==> config.mk <==
export PLATFORM = sky130hd
export DESIGN_NAME = fan_monitor_config_regs
export DESIGN_NICKNAME = d
export VERILOG_FILES = /design/src/fan_demand.v /design/src/fan_monitor_config_regs.v
export VERILOG_INCLUDE_DIRS = /design/src /design/src/inc
export SDC_FILE = /design/constraint.sdc
export NUM_CORES = 1
export LEC_CHECK = 0
export ABC_AREA = 1
export BUFFER_PORTS_ARGS = -buffer_cell sky130_fd_sc_hd__clkbuf_2
export CAP_MARGIN = 40
export CORE_ASPECT_RATIO = 0.5
export CORE_UTILIZATION = 50
export DETAILED_ROUTE_END_ITERATION = 7
export HOLD_SLACK_MARGIN = 0.1
export MAX_ROUTING_LAYER = met4
export PLACE_DENSITY = 0.71
export SYNTH_ARGS = -nofsm -noshare
export SYNTH_HDL_FRONTEND = slang
export SYNTH_SLANG_ARGS = --single-unit
export TNS_END_PERCENT = 20
==> constraint.sdc <==
create_clock -name clock -period 11.6 [get_ports clock]
set_input_delay 2.32 -clock clock [delete_from_list [all_inputs] [get_ports clock]]
set_output_delay 2.32 -clock clock [all_outputs]
set_load 0.01 [all_outputs]
==> src/inc/fan_cfg_defines.vh <==
// offsets, field positions, reset values and timing counts of the fan monitor configuration bank
`ifndef FAN_CFG_DEFINES_VH
`define FAN_CFG_DEFINES_VH
`define OFS_PIN_SENSE 8'h02
`define OFS_CHAN_FLOOR 8'h03
`define OFS_FAN_A_SRC 8'h05
`define OFS_FAN_B_SRC 8'h06
`define OFS_LOW_BITS 8'h08
`define OFS_MSB_AIN_A 8'h0a
`define OFS_MSB_AIN_B 8'h0b
`define OFS_MSB_SUPPLY 8'h0c
`define OFS_MSB_DIODE 8'h0d
`define RST_PIN_SENSE 8'hc0
`define RST_CHAN_FLOOR 8'h00
`define RST_FAN_SRC 8'h0c
`define RST_LOW_BITS 8'h00
`define UNLOCKED_MASK_PIN_SENSE 8'h30
`define CHAN_FLOOR_MASK 8'h3f
`define MF_FAN_ON 2'b00
`define MF_OVERTEMP 2'b01
`define BIT_BOOST 2
`define BIT_FAST 3
`define BIT_CONT_A 4
`define BIT_CONT_B 5
`define BIT_RES_A 6
`define BIT_RES_B 7
`define BIT_ONE_CHAN 3
`define BIT_FLOOR_A 4
`define BIT_FLOOR_B 5
`define BIT_DIRECT 4
`define BIT_MINSPD 5
`define BIT_SPINUP 6
`define BIT_MAXSPD 7
`define CHAN_DIODE_ONE 3'b011
`define CHAN_ONCHIP 3'b100
`define CHAN_DIODE_TWO 3'b101
`define FULL_DUTY 8'hff
`define CLK_HZ 25000000
`define SLOW_PERIOD_MS 1000
`define FAST_PERIOD_MS 250
// sized to the 25-bit sample counter: 1 s and 250 ms at a 25 MHz clock
`define SLOW_CYCLES 25'd25000000
`define FAST_CYCLES 25'd6250000
`endif

==> src/fan_demand.v <==
// per-fan drive level selection from source bits and override priority
`include "fan_cfg_defines.vh"
module fan_demand (
  // control
  input wire [7:0] src_ctrl,
  input wire input_a_resistor,
  input wire input_b_resistor,
  input wire second_diode,
  input wire floor_hold,
  input wire boost_force,
  // temperature demands
  input wire [7:0] dem_input_a,
  input wire [7:0] dem_diode_two,
  input wire [7:0] dem_input_b,
  input wire [7:0] dem_diode_one,
  input wire [7:0] dem_onchip,
  // speed settings
  input wire [7:0] direct_level,
  input wire [7:0] min_level,
  input wire [7:0] spinup_level,
  input wire [7:0] max_level,
  // result
  output reg [7:0] level
);
  function [7:0] max8;
    input [7:0] a;
    input [7:0] b;
    begin
      max8 = (a > b) ? a : b;
    end
  endfunction

  reg [7:0] auto_lvl;
  reg [7:0] first_src;
  always @* begin
    auto_lvl = 8'h00;
    // a diode on the shared pins wins over resistor mode
    first_src = (input_a_resistor && !second_diode) ? dem_input_a : dem_diode_two;
    if (src_ctrl[0])
      auto_lvl = max8(auto_lvl, first_src);
    if (src_ctrl[1] && input_b_resistor && !second_diode)
      auto_lvl = max8(auto_lvl, dem_input_b);
    if (src_ctrl[2])
      auto_lvl = max8(auto_lvl, dem_diode_one);
    if (src_ctrl[3])
      auto_lvl = max8(auto_lvl, dem_onchip);
    if (src_ctrl[`BIT_MAXSPD])
      level = max_level;
    else if (src_ctrl[`BIT_SPINUP])
      level = spinup_level;
    else if (src_ctrl[`BIT_MINSPD])
      level = min_level;
    else if (src_ctrl[`BIT_DIRECT])
      level = direct_level;
    else
      level = auto_lvl;
    if (floor_hold && level < min_level)
      level = min_level;
    if (boost_force)
      level = `FULL_DUTY;
  end
endmodule

==> src/fan_monitor_config_regs.v <==
// configuration register bank of the thermal monitor and dual fan controller
//
// Summary of operation
// with lock set, config three ignores writes except continuous speed-sense bits 4 and 5.
// pin field 00 fan-on output, 01 over-temperature output, 1x cpu-hot input.
// boost set and cpu-hot asserted forces every fan to full duty.
// fast bit raises speed-sense rate from once per second to every 250 ms.
// bits 4 and 5 enable continuous speed sensing on inputs a and b.
// bits 6 and 7 set analog inputs as resistor sensor or voltage input.
// channel select 011 diode one, 100 on-chip, 101 diode two.
// bit 3 of config four selects repeated single-channel measurement.
// floor-hold bits keep each fan at or above its minimum speed.
// config four bits 6 and 7 ignore writes and read zero.
// several source bits set drive the fan at the highest demand.
// source bit 0 follows resistor input a or else diode two.
// bit 1 resistor input b when resistor, bit 2 diode one, bit 3 on-chip.
// direct drive bit gives software the drive level, overriding source bits.
// bits 5,6,7 force minimum, spin-up, maximum; higher bit overrides lower.
// fan b control register applies the same selection to fan b.
// low bits register holds two lsbs of diode, supply, analog b, analog a.
// reading low bits freezes it and matching msb readings until those are read.
// writing 1 to the lock makes lockable registers read-only until power cycle.
// second-diode bit makes both analog inputs one diode, overriding resistor bits.
// fan b maximum-speed override sits at bit 7 like fan a.
`include "fan_cfg_defines.vh"
module fan_monitor_config_regs (
  // clock and reset
  input wire clock,
  input wire rst_b,
  input wire clk_en,
  // register port from the serial interface
  input wire reg_wr,
  input wire reg_rd,
  input wire [7:0] reg_addr,
  input wire [7:0] reg_wdata,
  output reg [7:0] reg_rdata,
  // settings from other configuration registers
  input wire lock_set,
  input wire second_diode_cfg,
  // live readings: msbs and two low bits each
  input wire [9:0] rd_diode,
  input wire [9:0] rd_supply,
  input wire [9:0] rd_ain_a,
  input wire [9:0] rd_ain_b,
  // temperature demands per source
  input wire [7:0] dem_input_a,
  input wire [7:0] dem_diode_two,
  input wire [7:0] dem_input_b,
  input wire [7:0] dem_diode_one,
  input wire [7:0] dem_onchip,
  // speed settings
  input wire [7:0] fan_a_level,
  input wire [7:0] fan_b_level,
  input wire [7:0] min_level_a,
  input wire [7:0] min_level_b,
  input wire [7:0] spinup_level,
  input wire [7:0] max_level,
  // multifunction pin
  input wire cpu_hot_pin,
  input wire fan_a_on_src,
  input wire overtemp_src,
  output reg multipin_o,
  output reg multipin_oe,
  output reg cpu_hot_in,
  // measurement control
  output reg speed_sample,
  output reg cont_speed_meas_a,
  output reg cont_speed_meas_b,
  output reg input_a_resistor_sel,
  output reg input_b_resistor_sel,
  output reg one_channel_mode,
  output reg [2:0] chan_sel,
  output reg [2:0] meas_chan_code,
  // fan drive
  output reg [7:0] fan_a_drive,
  output reg [7:0] fan_b_drive
);
  reg [7:0] pin_sense_q;
  reg [7:0] chan_floor_q;
  reg [7:0] fan_a_src_q;
  reg [7:0] fan_b_src_q;
  reg [7:0] low_bits_q;
  reg [7:0] msb_diode_q;
  reg [7:0] msb_supply_q;
  reg [7:0] msb_ain_a_q;
  reg [7:0] msb_ain_b_q;
  reg [3:0] frozen_q;
  reg lock_q;
  reg hot_s1_q;
  reg hot_s2_q;
  reg [24:0] rate_cnt_q;
  reg [2:0] rr_chan_q;

  wire [24:0] slow_max = `SLOW_CYCLES - 25'd1;
  wire [24:0] fast_max = `FAST_CYCLES - 25'd1;
  // the freezing read itself must not refresh anything, so the low bits
  // handed out and the msbs held back come from one and the same sample;
  // otherwise the msbs would be one sample newer than the low bits
  wire freeze_now = reg_rd && (reg_addr == `OFS_LOW_BITS);
  wire mf_is_hot_in = pin_sense_q[1];
  wire boost_force = pin_sense_q[`BIT_BOOST] && mf_is_hot_in && !hot_s2_q;
  wire [7:0] lvl_a;
  wire [7:0] lvl_b;

  fan_demand u_dem_a (
    .src_ctrl(fan_a_src_q),
    .input_a_resistor(pin_sense_q[`BIT_RES_A]),
    .input_b_resistor(pin_sense_q[`BIT_RES_B]),
    .second_diode(second_diode_cfg),
    .floor_hold(chan_floor_q[`BIT_FLOOR_A]),
    .boost_force(boost_force),
    .dem_input_a(dem_input_a),
    .dem_diode_two(dem_diode_two),
    .dem_input_b(dem_input_b),
    .dem_diode_one(dem_diode_one),
    .dem_onchip(dem_onchip),
    .direct_level(fan_a_level),
    .min_level(min_level_a),
    .spinup_level(spinup_level),
    .max_level(max_level),
    .level(lvl_a)
  );

  // same selection logic reused for the second fan
  fan_demand u_dem_b (
    .src_ctrl(fan_b_src_q),
    .input_a_resistor(pin_sense_q[`BIT_RES_A]),
    .input_b_resistor(pin_sense_q[`BIT_RES_B]),
    .second_diode(second_diode_cfg),
    .floor_hold(chan_floor_q[`BIT_FLOOR_B]),
    .boost_force(boost_force),
    .dem_input_a(dem_input_a),
    .dem_diode_two(dem_diode_two),
    .dem_input_b(dem_input_b),
    .dem_diode_one(dem_diode_one),
    .dem_onchip(dem_onchip),
    .direct_level(fan_b_level),
    .min_level(min_level_b),
    .spinup_level(spinup_level),
    .max_level(max_level),
    .level(lvl_b)
  );

  // register writes and the freeze of readings
  always @(posedge clock) begin
    if (!rst_b) begin
      pin_sense_q <= `RST_PIN_SENSE;
      chan_floor_q <= `RST_CHAN_FLOOR;
      fan_a_src_q <= `RST_FAN_SRC;
      fan_b_src_q <= `RST_FAN_SRC;
      low_bits_q <= `RST_LOW_BITS;
      msb_diode_q <= 8'h00;
      msb_supply_q <= 8'h00;
      msb_ain_a_q <= 8'h00;
      msb_ain_b_q <= 8'h00;
      frozen_q <= 4'h0;
      lock_q <= 1'b0;
    end else if (clk_en) begin
      // once seen, lock stays until power cycle; reset here stands in for power-on
      if (lock_set)
        lock_q <= 1'b1;
      if (reg_wr) begin
        case (reg_addr)
          `OFS_PIN_SENSE: begin
            if (lock_q || lock_set)
              pin_sense_q <= (pin_sense_q & ~`UNLOCKED_MASK_PIN_SENSE) |
                             (reg_wdata & `UNLOCKED_MASK_PIN_SENSE);
            else
              pin_sense_q <= reg_wdata;
          end
          `OFS_CHAN_FLOOR: chan_floor_q <= reg_wdata & `CHAN_FLOOR_MASK;
          `OFS_FAN_A_SRC: fan_a_src_q <= reg_wdata;
          `OFS_FAN_B_SRC: fan_b_src_q <= reg_wdata;
          default: ;
        endcase
      end
      // live values track while unfrozen; a low-bit read freezes all four
      if (!frozen_q[0] && !freeze_now)
        msb_diode_q <= rd_diode[9:2];
      if (!frozen_q[1] && !freeze_now)
        msb_supply_q <= rd_supply[9:2];
      if (!frozen_q[2] && !freeze_now)
        msb_ain_b_q <= rd_ain_b[9:2];
      if (!frozen_q[3] && !freeze_now)
        msb_ain_a_q <= rd_ain_a[9:2];
      if (frozen_q == 4'h0 && !freeze_now)
        low_bits_q <= {rd_ain_a[1:0], rd_ain_b[1:0], rd_supply[1:0], rd_diode[1:0]};
      if (reg_rd) begin
        case (reg_addr)
          `OFS_LOW_BITS: frozen_q <= 4'hf;
          `OFS_MSB_DIODE: frozen_q[0] <= 1'b0;
          `OFS_MSB_SUPPLY: frozen_q[1] <= 1'b0;
          `OFS_MSB_AIN_B: frozen_q[2] <= 1'b0;
          `OFS_MSB_AIN_A: frozen_q[3] <= 1'b0;
          default: ;
        endcase
      end
    end
  end

  // read data, registered one cycle after the strobe
  always @(posedge clock) begin
    if (!rst_b) begin
      reg_rdata <= 8'h00;
    end else if (clk_en && reg_rd) begin
      case (reg_addr)
        `OFS_PIN_SENSE: reg_rdata <= pin_sense_q;
        `OFS_CHAN_FLOOR: reg_rdata <= chan_floor_q & `CHAN_FLOOR_MASK;
        `OFS_FAN_A_SRC: reg_rdata <= fan_a_src_q;
        `OFS_FAN_B_SRC: reg_rdata <= fan_b_src_q;
        `OFS_LOW_BITS: reg_rdata <= low_bits_q;
        `OFS_MSB_DIODE: reg_rdata <= msb_diode_q;
        `OFS_MSB_SUPPLY: reg_rdata <= msb_supply_q;
        `OFS_MSB_AIN_B: reg_rdata <= msb_ain_b_q;
        `OFS_MSB_AIN_A: reg_rdata <= msb_ain_a_q;
        default: reg_rdata <= 8'h00;
      endcase
    end
  end

  // cpu-hot pin is asynchronous and active low
  always @(posedge clock) begin
    if (!rst_b) begin
      hot_s1_q <= 1'b1;
      hot_s2_q <= 1'b1;
    end else if (clk_en) begin
      hot_s1_q <= cpu_hot_pin;
      hot_s2_q <= hot_s1_q;
    end
  end

  // speed-sense sample timer; a shortened period takes effect at once, wrapping next cycle if the count is already past it
  always @(posedge clock) begin
    if (!rst_b) begin
      rate_cnt_q <= 25'd0;
      speed_sample <= 1'b0;
    end else if (clk_en) begin
      speed_sample <= 1'b0;
      if (rate_cnt_q >= (pin_sense_q[`BIT_FAST] ? fast_max : slow_max)) begin
        rate_cnt_q <= 25'd0;
        speed_sample <= 1'b1;
      end else begin
        rate_cnt_q <= rate_cnt_q + 25'd1;
      end
    end
  end

  // measurement channel sequencing: round robin over codes 0..5 or one channel
  always @(posedge clock) begin
    if (!rst_b) begin
      rr_chan_q <= 3'd0;
      meas_chan_code <= 3'd0;
    end else if (clk_en && speed_sample) begin
      rr_chan_q <= (rr_chan_q == `CHAN_DIODE_TWO) ? 3'd0 : rr_chan_q + 3'd1;
      if (chan_floor_q[`BIT_ONE_CHAN])
        meas_chan_code <= chan_floor_q[2:0];
      else
        meas_chan_code <= rr_chan_q;
    end
  end

  // registered outputs
  always @(posedge clock) begin
    if (!rst_b) begin
      multipin_o <= 1'b0;
      multipin_oe <= 1'b0;
      cpu_hot_in <= 1'b0;
      cont_speed_meas_a <= 1'b0;
      cont_speed_meas_b <= 1'b0;
      input_a_resistor_sel <= 1'b0;
      input_b_resistor_sel <= 1'b0;
      one_channel_mode <= 1'b0;
      chan_sel <= 3'd0;
      fan_a_drive <= 8'h00;
      fan_b_drive <= 8'h00;
    end else if (clk_en) begin
      case (pin_sense_q[1:0])
        `MF_FAN_ON: begin
          multipin_o <= fan_a_on_src;
          multipin_oe <= 1'b1;
        end
        `MF_OVERTEMP: begin
          multipin_o <= overtemp_src;
          multipin_oe <= 1'b1;
        end
        default: begin
          multipin_o <= 1'b0;
          multipin_oe <= 1'b0;
        end
      endcase
      cpu_hot_in <= mf_is_hot_in && !hot_s2_q;
      cont_speed_meas_a <= pin_sense_q[`BIT_CONT_A];
      cont_speed_meas_b <= pin_sense_q[`BIT_CONT_B];
      input_a_resistor_sel <= pin_sense_q[`BIT_RES_A] && !second_diode_cfg;
      input_b_resistor_sel <= pin_sense_q[`BIT_RES_B] && !second_diode_cfg;
      one_channel_mode <= chan_floor_q[`BIT_ONE_CHAN];
      chan_sel <= chan_floor_q[2:0];
      fan_a_drive <= lvl_a;
      fan_b_drive <= lvl_b;
    end
  end
endmodule

==> impl_metrics.sql <==
INSERT INTO impl_metrics (metric_group, metric, value, unit) VALUES
('clock_network', 'tritoncts_clock_tree', 'yes', ''),
('placement', 'globalplace.congestion', '1.059', ''),
('cells_and_area', 'area_growth_syn_to_layout', '18.39', '%'),
('clock_network', 'cts-root-buf', 'sky130_fd_sc_hd__clkbuf_16', ''),
('global_route', 'via_count_of_the_first_global_routing_pass', '9232', ''),
('timing', 'setup_ws', '2735', 'ps'),
('cells_and_area', 'layout.core_utilization', '0.6193', ''),
('clock_network', 'clock_insertion_delay_worst_skew', '420', 'ps'),
('clock_network', 'cts.reportedPaths.clkPinSlew', '60', 'ps'),
('route', 'wl_met3', '2.595', 'mm'),
('yosys', 'post_synth_instance_area', '9303', 'sq um'),
('floorplan', 'die_h', '98.45', 'um'),
('clock_network', 'clock-sinks', '144', ''),
('worst_setup_path', 'cp.required', '11920', 'ps'),
('route', 'met2WireLength', '12.30', 'mm'),
('yosys', 'synth_seq_area_share', '0.3099', ''),
('timing', 'rsz_0062_raised_after_global_routing', 'no', ''),
('placement', 'placed_cell_area', '10400', 'sq um'),
('clock_network', 'clock_path_buffers', '2', ''),
('route', 'routed.top_layer', 'met4', ''),
('outcome', 'run_status', 'finished, final reports clean', ''),
('timing', 'final-hold-violation-count', '0', ''),
('worst_setup_path', 'worstReg2RegStart', 'pin_sense_q[6]', ''),
('route', 'm1WireLength', '13.81', 'mm'),
('worst_setup_path', 'criticalPathCategory', 'in2reg', ''),
('pwr', 'leakage_power_of_the_design', '5.313', 'nW'),
('pwr', 'total_power', '1.290', 'mW'),
('timing', 'transition_time_at_the_pin_with_the_least_slew_margin', '806.1', 'ps'),
('worst_setup_path', 'critical_path_arrival', '9180', 'ps'),
('clock_network', 'cts_setup_buffers', '0', ''),
('cells_and_area', 'number_of_cells_in_the_finished_layout_apart_from_fillers', '1802', ''),
('timing', 'max_freq', '112.8', 'MHz'),
('floorplan', 'top_level_ports', '193', ''),
('worst_setup_path', 'critical_path_max_stage_delay', '360', 'ps'),
('route', 'drt.antenna.violating_nets', '0', ''),
('cells_and_area', 'nets', '1780', ''),
('worst_setup_path', 'crit_path_start', 'second_diode_cfg', ''),
('timing', 'skew', '12.29', 'ps'),
('clock_network', 'hold_buffers', '0', ''),
('worst_setup_path', 'timing.reg2reg.worst_path_depth', '48', ''),
('placement', 'port-buffer-count', '192', ''),
('clock_network', 'cts_resized', '0', ''),
('yosys', 'synth_nets', '1611', ''),
('clock_network', 'clock_tree.htree_level_count', '4', ''),
('timing', 'final-setup-viol-count', '0', ''),
('placement', 'preCtsSetupSlack', '2439', 'ps'),
('placement', 'post-dp-hpwl', '22.68', 'mm'),
('worst_setup_path', 'capturing_instance_or_port_of_the_critical_path', 'fan_b_drive[6]', ''),
('global_route', 'antenna_found_initial', '0', ''),
('clock_network', 'numCtsBuffers', '17', ''),
('timing', 'final-max-slew-violation-count', '0', ''),
('pwr', 'power_per_cell_area', '117.1', 'nW/um^2'),
('route', 'routed_wl', '28.89', 'mm'),
('cells_and_area', 'fraction_of_layout_cells_with_a_size_suffix_above_1', '0.1735', ''),
('global_route', 'gr-usage-all-layers', '0.3142', ''),
('floorplan', 'initial_utilization', '0.5231', ''),
('route', 'routed_via_density', '5.502', ''),
('floorplan', 'floorplan.rows', '34', ''),
('route', 'detail_route.drc_violations', '0', ''),
('timing', 'holdWs', '445.2', 'ps'),
('timing', 'relSlewSlack', '0.4626', ''),
('yosys', 'synth_area_per_cell', '6.712', 'sq um'),
('route', 'drt_pre_antenna_iters', '5', ''),
('timing', 'final_cycle_share', '0.7642', ''),
('timing', 'fin_crit', '8865', 'ps'),
('yosys', 'yosysUniqueCellTypes', '52', ''),
('floorplan', 'die-width', '194.9', 'um'),
('timing', 'totalNegativeSetupSlack', '0', 'ps'),
('cells_and_area', 'num_antenna_cells', '0', ''),
('cells_and_area', 'post_route_design_area', '11010', 'sq um'),
('yosys', 'cells_after_synth', '1386', '');
==> synth_stat cells, drive strengths merged <==
master   instances  share of area
nand2          254           0.11
inv            200          0.081
nor2           164          0.068
a21oi          148          0.080
dfxtp          144           0.31
o21ai          133          0.076
ha              71          0.095
nand3           61          0.034
clkbuf          37          0.015
o211ai          34          0.027
nor3            22          0.013
a221oi          16          0.015
nand4           16          0.011
o22ai           13         0.0087
buf             11         0.0067
xor2             8         0.0075
mux2i            7         0.0075
a211oi           5         0.0040
clkinv           5         0.0020
nor4             5         0.0050
or2              5         0.0036
a31oi            4         0.0027
xnor2            4         0.0038
a21o             3         0.0024
o21a             3         0.0024
and2             2         0.0013
or4              2         0.0016
a2111oi          1         0.0011
a32o             1         0.0011
nand3b           1        0.00081
nor3b            1        0.00081
o211a            1         0.0011
o21bai           1        0.00081
o221a            1         0.0012
o221ai           1        0.00094
o41ai            1        0.00094
==> registers in the layout, summed over array words and instances, names as in the netlist, 3 cells and up <==
register / flops
msb_ain_b_q: 8
pin_sense_q: 8
meas_chan_code: 3
fan_a_src_q: 8
rr_chan_q: 3
msb_supply_q: 8
fan_b_drive: 8
rate_cnt_q: 25
msb_ain_a_q: 8
msb_diode_q: 8
frozen_q: 4
fan_a_drive: 8
chan_floor_q: 6
reg_rdata: 8
low_bits_q: 8
chan_sel: 3
fan_b_src_q: 8
==> worst min path at each step <==
stage | cells past startpoint | startpoint | endpoint
global route | 1 | hot_s2_q | cpu_hot_in
CTS | 1 | hot_s2_q | cpu_hot_in
detailed placement | 2 | msb_diode_q[2] | msb_diode_q[2]
global placement | 2 | msb_supply_q[7] | msb_supply_q[7]
floorplan | 1 | hot_s2_q | cpu_hot_in
finish | 1 | hot_s2_q | cpu_hot_in
==> placed cells by master, fill, tap and decap left out, types with 5 or more instances in the layout <==
master,count
sky130_fd_sc_hd__a221oi_1,16
sky130_fd_sc_hd__o21ai_1,23
sky130_fd_sc_hd__o22ai_1,13
sky130_fd_sc_hd__buf_4,5
sky130_fd_sc_hd__clkbuf_16,17
sky130_fd_sc_hd__clkinv_1,5
sky130_fd_sc_hd__a211oi_1,5
sky130_fd_sc_hd__nor3_1,20
sky130_fd_sc_hd__o21ai_0,98
sky130_fd_sc_hd__a21oi_1,148
sky130_fd_sc_hd__nand4_1,16
sky130_fd_sc_hd__inv_2,10
sky130_fd_sc_hd__nand3_1,58
sky130_fd_sc_hd__o211ai_1,34
sky130_fd_sc_hd__ha_1,71
sky130_fd_sc_hd__dfxtp_1,144
sky130_fd_sc_hd__xor2_1,8
sky130_fd_sc_hd__nand2_1,247
sky130_fd_sc_hd__o21ai_2,12
sky130_fd_sc_hd__mux2i_1,7
sky130_fd_sc_hd__clkbuf_2,192
sky130_fd_sc_hd__nor2_1,162
sky130_fd_sc_hd__inv_1,190
==> area by class of cell <==
| cell class | count | area, sq um |
|---|---|---|
| Sequential cell | 144 | 2883 |
| Tap cell | 234 | 292.8 |
| Inverter | 205 | 769.5 |
| Multi-Input combinational cell | 989 | 5454 |
| Clock buffer | 20 | 466.7 |
| Fill cell | 1697 | 6769 |
| Clock inverter | 12 | 143.9 |
| Timing Repair Buffer | 198 | 1003 |
==> report_power, final <==
group          total [mW]  internal [mW]  switching [mW]
Clock               0.566          0.339           0.228
Combinational       0.201         0.0774           0.124
Sequential          0.522          0.513         0.00858
==> per-layer routing <==
| layer | global-route usage | up-vias |
|---|---|---|
| met5 | - | - |
| met4 | 0.05633 | 0 |
| met3 | 0.06023 | 14 |
| met2 | 0.4764 | 353 |
| met1 | 0.4373 | 4572 |
| li1 | - | 4976 |
==> critical path, delay by kind of cell <==
| kind | cells | cell delay (ps) |
|---|---|---|
| and+or+nand+nor | 29 | 2780 |
| buffers and inverters | 6 | 890 |
| muxes | 1 | 280 |
| adders and majority gates | 4 | 1190 |
| AOI/OAI and AO/OA | 8 | 1720 |
==> logic make-up (layout without fill, tap and decap cells) <==
kind of cell             count (synthesis)  in the layout  share of synthesized area
AND/OR/NAND/NOR                        533            533                     0.2455
XOR/XNOR                                12             12                    0.01130
flip-flops                             144            144                     0.3099
adder cells (fa/ha/maj)                 71             71                    0.09549
AO/OA/AOI/OAI                          366            366                     0.2260
buffers and inverters                  253            435                     0.1044
multiplexers                             7              7                   0.007532
Note: power is estimated with default switching activity, not from simulation.
